File: config.mk
export PLATFORM = sky130hd
export DESIGN_NAME = lsi_line_status
export DESIGN_NICKNAME = d
export VERILOG_FILES = /design/src/verilog/lsi_pkg.sv /design/src/verilog/lsi_transmit_line_clock_loss.sv /design/src/verilog/lsi_line_status.sv
export VERILOG_INCLUDE_DIRS = /design/src /design/src/verilog
export SDC_FILE = /design/constraint.sdc
export NUM_CORES = 1
export LEC_CHECK = 0
export BUFFER_PORTS_ARGS = -buffer_cell sky130_fd_sc_hd__buf_2
export CAP_MARGIN = 20
export CORE_ASPECT_RATIO = 0.8
export CORE_MARGIN = 2
export CORE_UTILIZATION = 50
export CTS_CLUSTER_SIZE = 8
export DETAILED_ROUTE_END_ITERATION = 8
export MAX_ROUTING_LAYER = met4
export PLACE_DENSITY = 0.77
export SLEW_MARGIN = 20
export SYNTH_ARGS = -nofsm -noshare
export SYNTH_HDL_FRONTEND = slang
export SYNTH_SLANG_ARGS = --single-unit
File: constraint.sdc
create_clock -name clk_sys -period 2.2 [get_ports clk_sys]
set_input_delay 0.33 -clock clk_sys [delete_from_list [all_inputs] [get_ports clk_sys]]
set_output_delay 0.33 -clock clk_sys [all_outputs]
set_load 0.005 [all_outputs]
File: src/verilog/lsi_map.svh
// Register offsets, field positions, reset values and timing counts of the line status block.
// Included by the package and the design modules; holds definitions only.
`ifndef LSI_MAP_SVH
`define LSI_MAP_SVH

// Register offsets on the control interface
`define LSI_OFS_LINE_CONDITION  8'h18
`define LSI_OFS_EVENT_LATCH_A   8'h19
`define LSI_OFS_EVENT_LATCH_B   8'h1A

// Line condition monitor fields
`define LSI_LCM_LOOPBACK_BIT    5
`define LSI_LCM_ATTEN_MSB       4
`define LSI_LCM_ATTEN_LSB       0

// Event latch A field positions
`define LSI_EVA_EQUALIZER       7
`define LSI_EVA_INBAND_ACT      6
`define LSI_EVA_INBAND_DEACT    5
`define LSI_EVA_PATTERN_SYNC    4
`define LSI_EVA_TX_CLOCK_LOSS   3
`define LSI_EVA_DRIVER_FAIL     2
`define LSI_EVA_ALARM_IND       1
`define LSI_EVA_SIGNAL_LOSS     0

// Event latch B field positions
`define LSI_EVB_WAVE_OVERFLOW   7
`define LSI_EVB_JITTER_OVER     6
`define LSI_EVB_JITTER_UNDER    5
`define LSI_EVB_PATTERN_ERROR   4
`define LSI_EVB_EXCESS_ZEROS    3
`define LSI_EVB_CODE_VIOLATION  2
`define LSI_EVB_SECOND_TIMER    1
`define LSI_EVB_COUNTER_OVER    0

// Reset values
`define LSI_RST_BYTE            8'h00
`define LSI_RST_EVENTS          16'h0000
`define LSI_UNMAPPED_DATA       8'h00

// Transmit clock loss: master clock cycles without a toggle
`define LSI_TRANSMIT_LINE_CLOCK_LOSS_CYCLES    7'h46

`endif

File: src/verilog/lsi_pkg.sv
// Types shared by the line status block modules.
// Assumes lsi_map.svh is on the include path.
`include "lsi_map.svh"

package lsi_pkg;

	// Register state of the status and event block
	typedef struct packed {
		logic [7:0]  latch_a;
		logic [7:0]  latch_b;
		logic [15:0] prev_status;
		logic [7:0]  rd_data;
		logic        rd_valid;
		logic        irq;
	} lsi_state_s;

	// State of the transmit clock loss detector
	typedef struct packed {
		logic [2:0] sync;
		logic       level;
		logic [6:0] idle_count;
		logic       loss;
	} lsi_transmit_line_clock_state_s;

	typedef logic [7:0] lsi_byte_t;

endpackage

File: src/verilog/lsi_transmit_line_clock_loss.sv
// Transmit clock loss detector for the line status block.
// Assumes transmit_line_clock is an asynchronous pin and clk_sys is the master clock.
`timescale 1ns/10ps
`default_nettype none
`include "lsi_map.svh"

module lsi_transmit_line_clock_loss (
	input  wire logic clk_sys,
	input  wire logic rst_n,
	input  wire logic transmit_line_clock,
	output logic      tx_clock_loss_status
);
	import lsi_pkg::*;

	lsi_transmit_line_clock_state_s st_q;
	lsi_transmit_line_clock_state_s st_d;
	logic            changed;

	// Pin passes three flops; a toggle counts once stages two and three agree
	always_comb begin
		st_d = st_q;
		st_d.sync = {st_q.sync[1:0], transmit_line_clock};
		changed = (st_q.sync[2] == st_q.sync[1]) && (st_q.sync[2] != st_q.level);
		if (changed) begin
			st_d.level = st_q.sync[2];
			st_d.idle_count = 7'h00;
		end else if (st_q.idle_count != 7'h7F) begin
			st_d.idle_count = st_q.idle_count + 7'h01;
		end
		st_d.loss = (st_d.idle_count > `LSI_TRANSMIT_LINE_CLOCK_LOSS_CYCLES);
	end

	// State register
	always_ff @(posedge clk_sys or negedge rst_n) begin
		if (!rst_n) begin
			st_q <= '0;
		end else begin
			st_q <= st_d;
		end
	end

	assign tx_clock_loss_status = st_q.loss;

endmodule // lsi_transmit_line_clock_loss

`default_nettype wire

File: src/verilog/lsi_line_status.sv
// Line condition monitor and clear-on-read event latches of a T1/E1/J1 line interface.
// Assumes detector status inputs are synchronous to clk_sys and reads arrive as one-cycle strobes.
`timescale 1ns/10ps
`default_nettype none
`include "lsi_map.svh"

// What this block does
// - Line condition bit 5 shows remote loopback state live.
// - Reading an event register returns it, clears it and withdraws its requests.
// - Event A bit 7 latches equalizer out of range.
// - Event A bit 6 latches inband loopback activate code.
// - Event A bit 5 latches inband loopback deactivate code.
// - Event A bit 4 latches pattern synchronisation status events.
// - Event A bit 3 latches transmit clock loss events.
// - Event A bit 2 latches line driver failure events.
// - Event A bit 1 latches alarm indication signal events.
// - Event A bit 0 latches loss of signal events.
// - Event B bit 7 latches waveform amplitude overflow.
// - Event B bit 6 latches jitter buffer overflow.
// - Event B bit 5 latches jitter buffer underflow.
// - Event B bit 4 latches pattern bit error.
// - Event B bit 3 latches excessive zeros.
// - Event B bit 2 latches code violation.
// - Event B bit 1 latches each one-second timer expiry.
// - Event B bit 0 latches error counter overflow.
// - Unmasked status raises event on rise, or any change with edge select.
// - Transmit clock loss when no toggle for over 70 master clocks.
module lsi_line_status (
	input  wire logic          clk_sys,
	input  wire logic          rst_n,
	// Control interface read port
	input  wire logic [7:0]    reg_addr,
	input  wire logic          reg_rd_en,
	output lsi_pkg::lsi_byte_t reg_rd_data,
	output logic               reg_rd_valid,
	// Live line condition
	input  wire logic          remote_loopback_active,
	input  wire logic [4:0]    attenuation_estimate,
	// Detector status levels and the transmit clock pin, event latch A sources
	input  wire logic          equalizer_range_status,
	input  wire logic          inband_activate_status,
	input  wire logic          inband_deactivate_status,
	input  wire logic          pattern_sync_status,
	input  wire logic          transmit_line_clock,
	input  wire logic          driver_failure_status,
	input  wire logic          alarm_indication_status,
	input  wire logic          signal_loss_status,
	// Detector status levels, event latch B sources
	input  wire logic          waveform_amplitude_overflow_status,
	input  wire logic          jitter_buffer_overflow_status,
	input  wire logic          jitter_buffer_underflow_status,
	input  wire logic          pattern_bit_error_status,
	input  wire logic          excess_zeros_status,
	input  wire logic          code_violation_status,
	input  wire logic          second_timer_expiry_status,
	input  wire logic          error_counter_overflow_status,
	// Per-event mask and edge select, bits 15-8 for latch B, 7-0 for latch A
	input  wire logic [15:0]   event_mask_bit,
	input  wire logic [15:0]   event_edge_select_bit,
	// Combined interrupt request and transmit clock loss level
	output logic               interrupt_request,
	output logic               tx_clock_loss_status
);
	import lsi_pkg::*;

	lsi_state_s  st_q;
	lsi_state_s  st_d;
	logic        transmit_line_clock_loss;
	logic [15:0] status_now;
	logic [15:0] event_hit;
	logic [7:0]  line_condition;
	logic        read_a;
	logic        read_b;

	// Transmit clock watchdog on the pin
	lsi_transmit_line_clock_loss u_transmit_line_clock_loss (
		.clk_sys              (clk_sys),
		.rst_n                (rst_n),
		.transmit_line_clock  (transmit_line_clock),
		.tx_clock_loss_status (transmit_line_clock_loss)
	);

	// Gather detector levels into event positions
	always_comb begin
		status_now = `LSI_RST_EVENTS;
		status_now[`LSI_EVA_EQUALIZER]            = equalizer_range_status;
		status_now[`LSI_EVA_INBAND_ACT]           = inband_activate_status;
		status_now[`LSI_EVA_INBAND_DEACT]         = inband_deactivate_status;
		status_now[`LSI_EVA_PATTERN_SYNC]         = pattern_sync_status;
		status_now[`LSI_EVA_TX_CLOCK_LOSS]        = transmit_line_clock_loss;
		status_now[`LSI_EVA_DRIVER_FAIL]          = driver_failure_status;
		status_now[`LSI_EVA_ALARM_IND]            = alarm_indication_status;
		status_now[`LSI_EVA_SIGNAL_LOSS]          = signal_loss_status;
		status_now[8 + `LSI_EVB_WAVE_OVERFLOW]    = waveform_amplitude_overflow_status;
		status_now[8 + `LSI_EVB_JITTER_OVER]      = jitter_buffer_overflow_status;
		status_now[8 + `LSI_EVB_JITTER_UNDER]     = jitter_buffer_underflow_status;
		status_now[8 + `LSI_EVB_PATTERN_ERROR]    = pattern_bit_error_status;
		status_now[8 + `LSI_EVB_EXCESS_ZEROS]     = excess_zeros_status;
		status_now[8 + `LSI_EVB_CODE_VIOLATION]   = code_violation_status;
		status_now[8 + `LSI_EVB_SECOND_TIMER]     = second_timer_expiry_status;
		status_now[8 + `LSI_EVB_COUNTER_OVER]     = error_counter_overflow_status;
	end

	// Per-event edge qualifier: rise, or any change when edge select is set
	genvar gi;
	generate
		for (gi = 0; gi < 16; gi = gi + 1) begin : g_edge
			assign event_hit[gi] = !event_mask_bit[gi] &&
				(event_edge_select_bit[gi] ? (status_now[gi] != st_q.prev_status[gi])
				                           : (status_now[gi] && !st_q.prev_status[gi]));
		end
	endgenerate

	// Live line condition byte, reserved bits read zero
	always_comb begin
		line_condition = `LSI_RST_BYTE;
		line_condition[`LSI_LCM_LOOPBACK_BIT] = remote_loopback_active;
		line_condition[`LSI_LCM_ATTEN_MSB:`LSI_LCM_ATTEN_LSB] = attenuation_estimate;
	end

	assign read_a = reg_rd_en && (reg_addr == `LSI_OFS_EVENT_LATCH_A);
	assign read_b = reg_rd_en && (reg_addr == `LSI_OFS_EVENT_LATCH_B);

	// Next state: latch events, clear on read, new event wins over the clear
	always_comb begin
		st_d = st_q;
		st_d.prev_status = status_now;
		st_d.rd_valid = reg_rd_en;
		st_d.latch_a = (read_a ? `LSI_RST_BYTE : st_q.latch_a) | event_hit[7:0];
		st_d.latch_b = (read_b ? `LSI_RST_BYTE : st_q.latch_b) | event_hit[15:8];
		if (reg_rd_en) begin
			unique case (reg_addr)
				`LSI_OFS_LINE_CONDITION: st_d.rd_data = line_condition;
				`LSI_OFS_EVENT_LATCH_A:  st_d.rd_data = st_q.latch_a;
				`LSI_OFS_EVENT_LATCH_B:  st_d.rd_data = st_q.latch_b;
				default:                 st_d.rd_data = `LSI_UNMAPPED_DATA;
			endcase
		end
		// Request withdrawn once all unmasked latched bits are gone
		st_d.irq = |({st_d.latch_b, st_d.latch_a} & ~event_mask_bit);
	end

	// State register
	always_ff @(posedge clk_sys or negedge rst_n) begin
		if (!rst_n) begin
			st_q <= '0;
		end else begin
			st_q <= st_d;
		end
	end

	assign reg_rd_data          = st_q.rd_data;
	assign reg_rd_valid         = st_q.rd_valid;
	assign interrupt_request    = st_q.irq;
	assign tx_clock_loss_status = transmit_line_clock_loss;

endmodule // lsi_line_status

`default_nettype wire

==> results.md, run 1 <==
| Parameter | Reported | Unit |
|---|---|---|
| Multi-input gate area in the final layout | 1140 | sq um |
| Mean instance size in the synthesized netlist | 10.40 | sq um |
| Vias per inst | 5.325 | - |
| Worst reg2reg path depth | 6 | - |
| Post-route fraction of the period consumed by the critical path | 92.68 | % |
| Aggregate global routing overflow | 0 | - |
| Worst ir drop on vdd | 0.3243 | mV |
| Post-route DRC violation count | 0 | - |
| Number of maximum-capacitance violations | 0 | - |
| Overall die area | 6124 | sq um |
| Count of antenna-violating nets left after detailed routing | 0 | - |
| Total global routing track utilization | 20.69 | % |
| Most used standard cells in the synthesized netlist | dfrtp_1 (54), o21ai_0 (31), a21oi_1 (25), inv_1 (25), nand2_1 (19) | - |
| Startpoint of the lowest-slack register-to-register path | u_transmit_line_clock_loss.st_q[1]$_DFF_PN0_ | - |
| First drt pass iteration count | 4 | - |
| Die width | 87.00 | um |
| Port Buffer Count | 75 | - |
| RSZ-0062 raised after global routing | false | - |
| Post-CTS setup buffers | 0 | - |
| Level count of the clock H-tree | 2 | - |
| Layout Area Growth over Synthesis | 15.62 | % |
| Most instantiated flip-flop cell in the synthesis netlist | dfrtp_1 | - |
| Number of library cell types mapped by synthesis | 40 | - |
| Clk Latency, worst-skew pair | 0.31 | ns |
| Diode insertion count for antenna repair | 0 | - |
| Category of the worst setup path launch point | register | - |
| Final worst path period need | 2.039 | ns |
| Critical Path Max Stage Delay | 0.46 | ns |
| Data arrival time at the worst-slack endpoint | 2.24 | ns |
| Worst setup skew after layout | 0.009365 | ns |
| Result of the run | complete, no violations | - |
| Tightest Hold Check Type | input pin to async pin | - |
| Total nets after synthesis | 347 | - |
| Total core area | 5375 | sq um |
| CTS root buf | clkbuf_8 | - |
| Relative slew slack | 58.87 | % |
| Ys Warns | 0 | - |
| Clock slew at reported path FFs | 0.09 | ns |
| Num rows | 24 | - |
| Cells along the critical path | ha_1 > and2_1 > a311o_1 > xor2_1 > nor2_1 > o41a_1 | - |
| Share of Yosys cell area claimed by the top area cell type | 49.05 | % |
| Element type at the critical path end | register | - |
| Dominant cell type by area after synthesis | dfrtp_1 | - |
| Final hold violation count | 0 | - |
| Final setup violating endpoints | 0 | - |
| Sum of net half-perimeters after detailed placement | 4.438 | mm |
| Wire length of the first global-routing pass | 9.487 | mm |
| Top cells by area in the synthesized netlist | dfrtp_1 (49%), ha_1 (7.7%), o21ai_0 (5.6%) | - |
| Worst setup slack for register-to-register paths | 0.16 | ns |
| Largest fanout on the critical path | 6 | - |
| Worst Tran Pin Value | 0.6169 | ns |
| Slowest stage cell on the critical path | dfrtp_1 | - |
| Net count, final | 413 | - |
| Register area share after synthesis | 49.05 | % |
| Setup total negative slack | 0 | ns |
| Buffer levels on the longest clock path | 2 | - |
| Vias after detailed routing | 2114 | - |
| Smallest hold slack | 0.02479 | ns |
| Maximum number of pins on one net before global-route repair | 29 | - |
| Initial drt markers | 173 | - |
| Die boundary height | 70.40 | um |
| Required arrival time at the worst endpoint | 2.40 | ns |
| Aggregate routed wire length | 5.617 | mm |
| Static leakage | 0.001499 | uW |
| Number of sinks handled by clock tree synthesis | 54 | - |
| Most common cell in the synthesized netlist | dfrtp_1 | - |
| Storage cell area | 1351 | sq um |
| EDFF count, synth | 0 | - |
| Starting utilization of the core area | 51.26 | % |
| Synth Instances | 265 | - |
| Fmax | 490.5 | MHz |
| Fraction of final layout cells sized beyond drive strength 1 | 28.61 | % |
| Flip-flop and latch count after synthesis | 54 | - |
| Power density over the cells | 649.5 | nW/um^2 |
| Share of flip-flops with an asynchronous set or reset | 100.0 | % |
| Final Power | 2069 | uW |
| DP Area | 3077 | sq um |
| Class of the most critical setup path | register to register | - |
| Final instance area | 3186 | sq um |
| Boundary pin count | 76 | - |
| Hold-fix buffers, CTS | 0 | - |
| Filler cells | 456 | - |
| Global placer's final weighted congestion | 0.8987 | - |
| Initial antenna violation count | 0 | - |
| Count of final max-slew check failures | 0 | - |
| Count of cells resized by post-cts repair | 0 | - |
| Via count of the first global-routing pass | 2056 | - |
| WL per Instance | 14.15 | um |
| Endpoint of the lowest-slack register-to-register path | u_transmit_line_clock_loss.tx_clock_loss_status$_DFF_PN0_ | - |
| Netlist area before placement | 2755 | sq um |
| Clock buffer count from CTS | 5 | - |
| Clock tree from TritonCTS | yes | - |
==> kinds of logic after synthesis <==
logic type | synth area share [%]
xor+xnor | 0.6359
simple gates | 9.401
flops | 49.05
buf+inv | 9.582
fa+ha+maj | 8.083
compound gates | 20.71
mux | 2.543
==> worst max-delay path by stage <==
| stage | from | end | slack, ns | cells past startpoint |
|---|---|---|---|---|
| finish | u_transmit_line_clock_loss.st_q[1]$_DFF_PN0_ | u_transmit_line_clock_loss.tx_clock_loss_status$_DFF_PN0_ | 0.16 | 6 |
| global route | u_transmit_line_clock_loss.st_q[1]$_DFF_PN0_ | u_transmit_line_clock_loss.tx_clock_loss_status$_DFF_PN0_ | 0.07 | 6 |
| floorplan | u_transmit_line_clock_loss.st_q[1]$_DFF_PN0_ | u_transmit_line_clock_loss.tx_clock_loss_status$_DFF_PN0_ | 0.32 | 6 |
| CTS | u_transmit_line_clock_loss.st_q[1]$_DFF_PN0_ | u_transmit_line_clock_loss.tx_clock_loss_status$_DFF_PN0_ | 0.17 | 6 |
| global placement | reg_addr[5] | interrupt_request$_DFF_PN0_ | 0.04 | 7 |
| detailed placement | reg_addr[5] | interrupt_request$_DFF_PN0_ | 0.05 | 7 |
==> placed cells by master, fill, tap and decap left out, types with 2 or more instances in the layout <==
cell and instances:
inv_1 25, dfrtp_1 54, o22ai_1 8, nand4_1 2
ha_1 17, o31ai_2 7, mux2i_1 7, a211oi_1 3
nand3_1 2, nor2_1 11, clkbuf_8 5, a22oi_1 2
nor2b_1 3, nor4_1 4, nand2_1 19, a21oi_1 25
buf_4 2, clkinv_2 2, o21ai_0 31, o31ai_1 9
a31oi_1 2, buf_2 75
==> stage by stage <==
step	std cells	util (%)	setup WS, ns
after floorplan	265	-	0.3153
after global placement	389	57.24	0.03926
after detailed placement	389	57.24	0.04805
after CTS	397	59.26	0.1735
after global routing	397	59.26	0.07432
final	397	59.26	0.1611
==> power breakdown <==
| group | internal (uW) | leakage [uW] | switching, uW | total [uW] |
|---|---|---|---|---|
| Clock | 335 | 0.0000579 | 324 | 660 |
| Combinational | 139 | 0.000827 | 174 | 313 |
| Sequential | 1050 | 0.000614 | 48.9 | 1100 |
| Total | 1520 | 0.00150 | 547 | 2070 |
==> flip-flops by register name, summed over array words and instances, names as in the netlist <==
name / cells
st_q: 32
u_transmit_line_clock_loss.st_q: 9
reg_rd_data: 8
u_transmit_line_clock_loss.st_d: 2
interrupt_request: 1
reg_rd_valid: 1
u_transmit_line_clock_loss.tx_clock_loss_status: 1
==> critical path, delay by kind of cell (launching register included) <==
family | cells | cell delay (ns)
DFF | 1 | 0.46
xor gates and xnor gates | 1 | 0.14
and+or+nand+nor | 2 | 0.27
AOI/OAI and AO/OA | 2 | 0.81
adders and majority gates | 1 | 0.25
==> area by class of cell <==
| class | instances | area share [%] |
|---|---|---|
| Inverter | 25 | 2.946 |
| Multi-Input combinational cell | 167 | 35.78 |
| Sequential cell | 54 | 42.42 |
| Clock buffer | 5 | 2.160 |
| Timing Repair Buffer | 78 | 12.88 |
| Tap cell | 65 | 2.553 |
| Clock inverter | 3 | 1.257 |
==> routing by layer <==
metal  up-vias  routed length, um  GRT usage (%)  share of wire [%]
met1       980               2783          29.65                 50
met2        63               2439          29.26                 43
met3         7                328          4.137                5.8
li1       1064                  -              -                  -
met5         -                  0              -                  0
met4         0                 66          7.292                1.2
Power figures use the tool's default switching activity.
==> run 2: changes to the inputs <==
CORE_MARGIN = unset   (was 2)
==> run 2 against run 1 <==
Effect of this change: die area decreased by 5.1%; routed wire length is 2.2% higher; via count increased by 0.52%; utilization up 2.4 points; combinational power rose by 5%; maximum frequency is 3.8% higher.
==> results.md, run 2 (same netlist as run 1, synthesis figures left out) <==
| Parameter | Reported | Unit |
|---|---|---|
| Number of maximum-capacitance violations | 0 | - |
| Final hold violation count | 0 | - |
| Hold-fix buffers, CTS | 0 | - |
| Leading cell types in the layout, fill and taps excluded | buf_2 (75), dfrtp_1 (54), o21ai_0 (31), inv_1 (25), a21oi_1 (25) | - |
| Count of cells resized by post-cts repair | 0 | - |
| Level count of the clock H-tree | 2 | - |
| Largest fanout on the critical path | 4 | - |
| Startpoint of the lowest-slack register-to-register path | u_transmit_line_clock_loss.st_q[2]$_DFF_PN0_ | - |
| First drt pass iteration count | 5 | - |
| Port Buffer Count | 75 | - |
| Power density over the cells | 625.1 | nW/um^2 |
| Initial drt markers | 141 | - |
| Boundary pin count | 76 | - |
| Vias after detailed routing | 2125 | - |
| Non-filler instance count after layout | 397 | - |
| Post-CTS setup buffers | 0 | - |
| Final worst setup slack | 0.2359 | ns |
| Total global routing track utilization | 21.62 | % |
| Filler cells | 434 | - |
| Initial antenna violation count | 0 | - |
| Number of flip-flops under the largest register name | 32 | - |
| Final setup violating endpoints | 0 | - |
| Register ranked first by flip-flop count | st_q | - |
| Post-route DRC violation count | 0 | - |
| Smallest hold slack | 0.1278 | ns |
| Placed cell count | 389 | - |
| Wire length of the first global-routing pass | 9.232 | mm |
| Category of the worst setup path launch point | register | - |
| Class of the most critical setup path | register to register | - |
| Multi-input gate area in the final layout | 1140 | sq um |
| Net count, final | 416 | - |
| Die boundary height | 68.40 | um |
| Number of cells on the worst hold path | 1 | - |
| Final Power | 1984 | uW |
| Tightest Hold Check Type | input pin to register | - |
| Storage cell area | 1351 | sq um |
| Clock buffer count from CTS | 5 | - |
| Worst slack at placement | 0.1411 | ns |
| Fraction of final layout cells sized beyond drive strength 1 | 28.96 | % |
| Critical Path Max Stage Delay | 0.43 | ns |
| Clk Latency, worst-skew pair | 0.30 | ns |
| Fmax | 509.1 | MHz |
| Total core area | 5151 | sq um |
| Clock slew at reported path FFs | 0.10 | ns |
| RSZ-0062 raised after global routing | false | - |
| Cells along the critical path | ha_1 > and2_1 > a311o_1 > xor2_1 > nor2_1 > o41a_1 | - |
| Worst Tran Pin Value | 0.6807 | ns |
| Data arrival time at the worst-slack endpoint | 2.15 | ns |
| Buffer levels on the longest clock path | 2 | - |
| Aggregate global routing overflow | 0 | - |
| Die width | 85.00 | um |
| Num rows | 23 | - |
| Maximum number of pins on one net before global-route repair | 55 | - |
| Setup total negative slack | 0 | ns |
| Count of antenna-violating nets left after detailed routing | 0 | - |
| Worst reg2reg path depth | 6 | - |
| Number of sinks handled by clock tree synthesis | 54 | - |
| Starting utilization of the core area | 53.49 | % |
| Vias per inst | 5.353 | - |
| Clock tree from TritonCTS | yes | - |
| Worst ir drop on vdd | 0.3785 | mV |
| Relative slew slack | 54.62 | % |
| Final worst path period need | 1.964 | ns |
| WL per Instance | 14.46 | um |
| Worst hold path startpoint | transmit_line_clock | - |
| Critical path origin | u_transmit_line_clock_loss.st_q[2]$_DFF_PN0_ | - |
| Count of final max-slew check failures | 0 | - |
| Diode insertion count for antenna repair | 0 | - |
| Sum of net half-perimeters after detailed placement | 4.436 | mm |
| Via count of the first global-routing pass | 1987 | - |
| Layout Area Growth over Synthesis | 15.21 | % |
| Global placer's final weighted congestion | 0.8434 | - |
| Post-route fraction of the period consumed by the critical path | 89.28 | % |
| Overall die area | 5813 | sq um |
| Commonest non-fill, non-tap cell in the layout | buf_2 | - |
| Static leakage | 0.001500 | uW |
| Element type at the critical path end | register | - |
| Worst setup skew after layout | 0.008965 | ns |
| Aggregate routed wire length | 5.739 | mm |
| Slowest stage cell on the critical path | dfrtp_1 | - |
| Required arrival time at the worst endpoint | 2.38 | ns |
| Result of the run | complete, no violations | - |
| CTS root buf | clkbuf_8 | - |
## run 2: cell count changes in the layout (fill, tap and decap cells not counted), sizes merged
| cell | before | now |
|---|---|---|
| buf | 78 | 81 |
| bufinv | 1 | 0 |
| clkbuf | 5 | 7 |
| clkinv | 2 | 1 |
## run 2: final timing paths
path / end / slack [ns]
min in group asynchronous: st_q[23]$_DFF_PN0_ / 0.15
max reg2reg: u_transmit_line_clock_loss.tx_clock_loss_status$_DFF_PN0_ / 0.24
max: u_transmit_line_clock_loss.tx_clock_loss_status$_DFF_PN0_ / 0.24
min: u_transmit_line_clock_loss.st_d[10]$_DFF_PN0_ / 0.13
min reg2reg: u_transmit_line_clock_loss.st_d[11]$_DFF_PN0_ / 0.36
max in group asynchronous: reg_rd_data[3]$_DFFE_PN0P_ / 1.60
## run 2: cell type report
cell class	instances	share of cell area [%]
Clock inverter	1	0.1577
Sequential cell	54	42.57
Multi-Input combinational cell	167	35.91
Clock buffer	7	2.720
Inverter	25	2.956
Tap cell	62	2.444
Timing Repair Buffer	81	13.24
## run 2: layer usage
| layer | wire (um) | vias to the layer above | GRT usage [%] |
|---|---|---|---|
| met2 | 2572 | 74 | 31.35 |
| li1 | - | 1069 | - |
| met5 | 0 | - | - |
| met4 | 94 | 0 | 7.203 |
| met1 | 2769 | 971 | 30.44 |
| met3 | 303 | 11 | 4.343 |
## run 2: worst max-delay path: cells and delay by family, from the launching register on
| kind | cells | cell delay, ns |
|---|---|---|
| AND/OR/NAND/NOR | 2 | 0.29 |
| adder cells (fa/ha/maj) | 1 | 0.21 |
| XOR/XNOR | 1 | 0.13 |
| AO/OA/AOI/OAI | 2 | 0.78 |
| flip-flops | 1 | 0.43 |
## run 2: where the power goes
group / internal, uW / switching [uW] / total [uW]
Combinational: 144 / 185 / 328
Clock: 255 / 309 / 563
Sequential: 1050 / 45.0 / 1090
## run 2: metrics by stage
stage | utilization, % | area (sq um)
floorplan | - | 2755
global placement | 59.85 | 3083
detailed placement | 59.85 | 3083
CTS | 61.62 | 3174
global route | 61.62 | 3174
finish | 61.62 | 3174
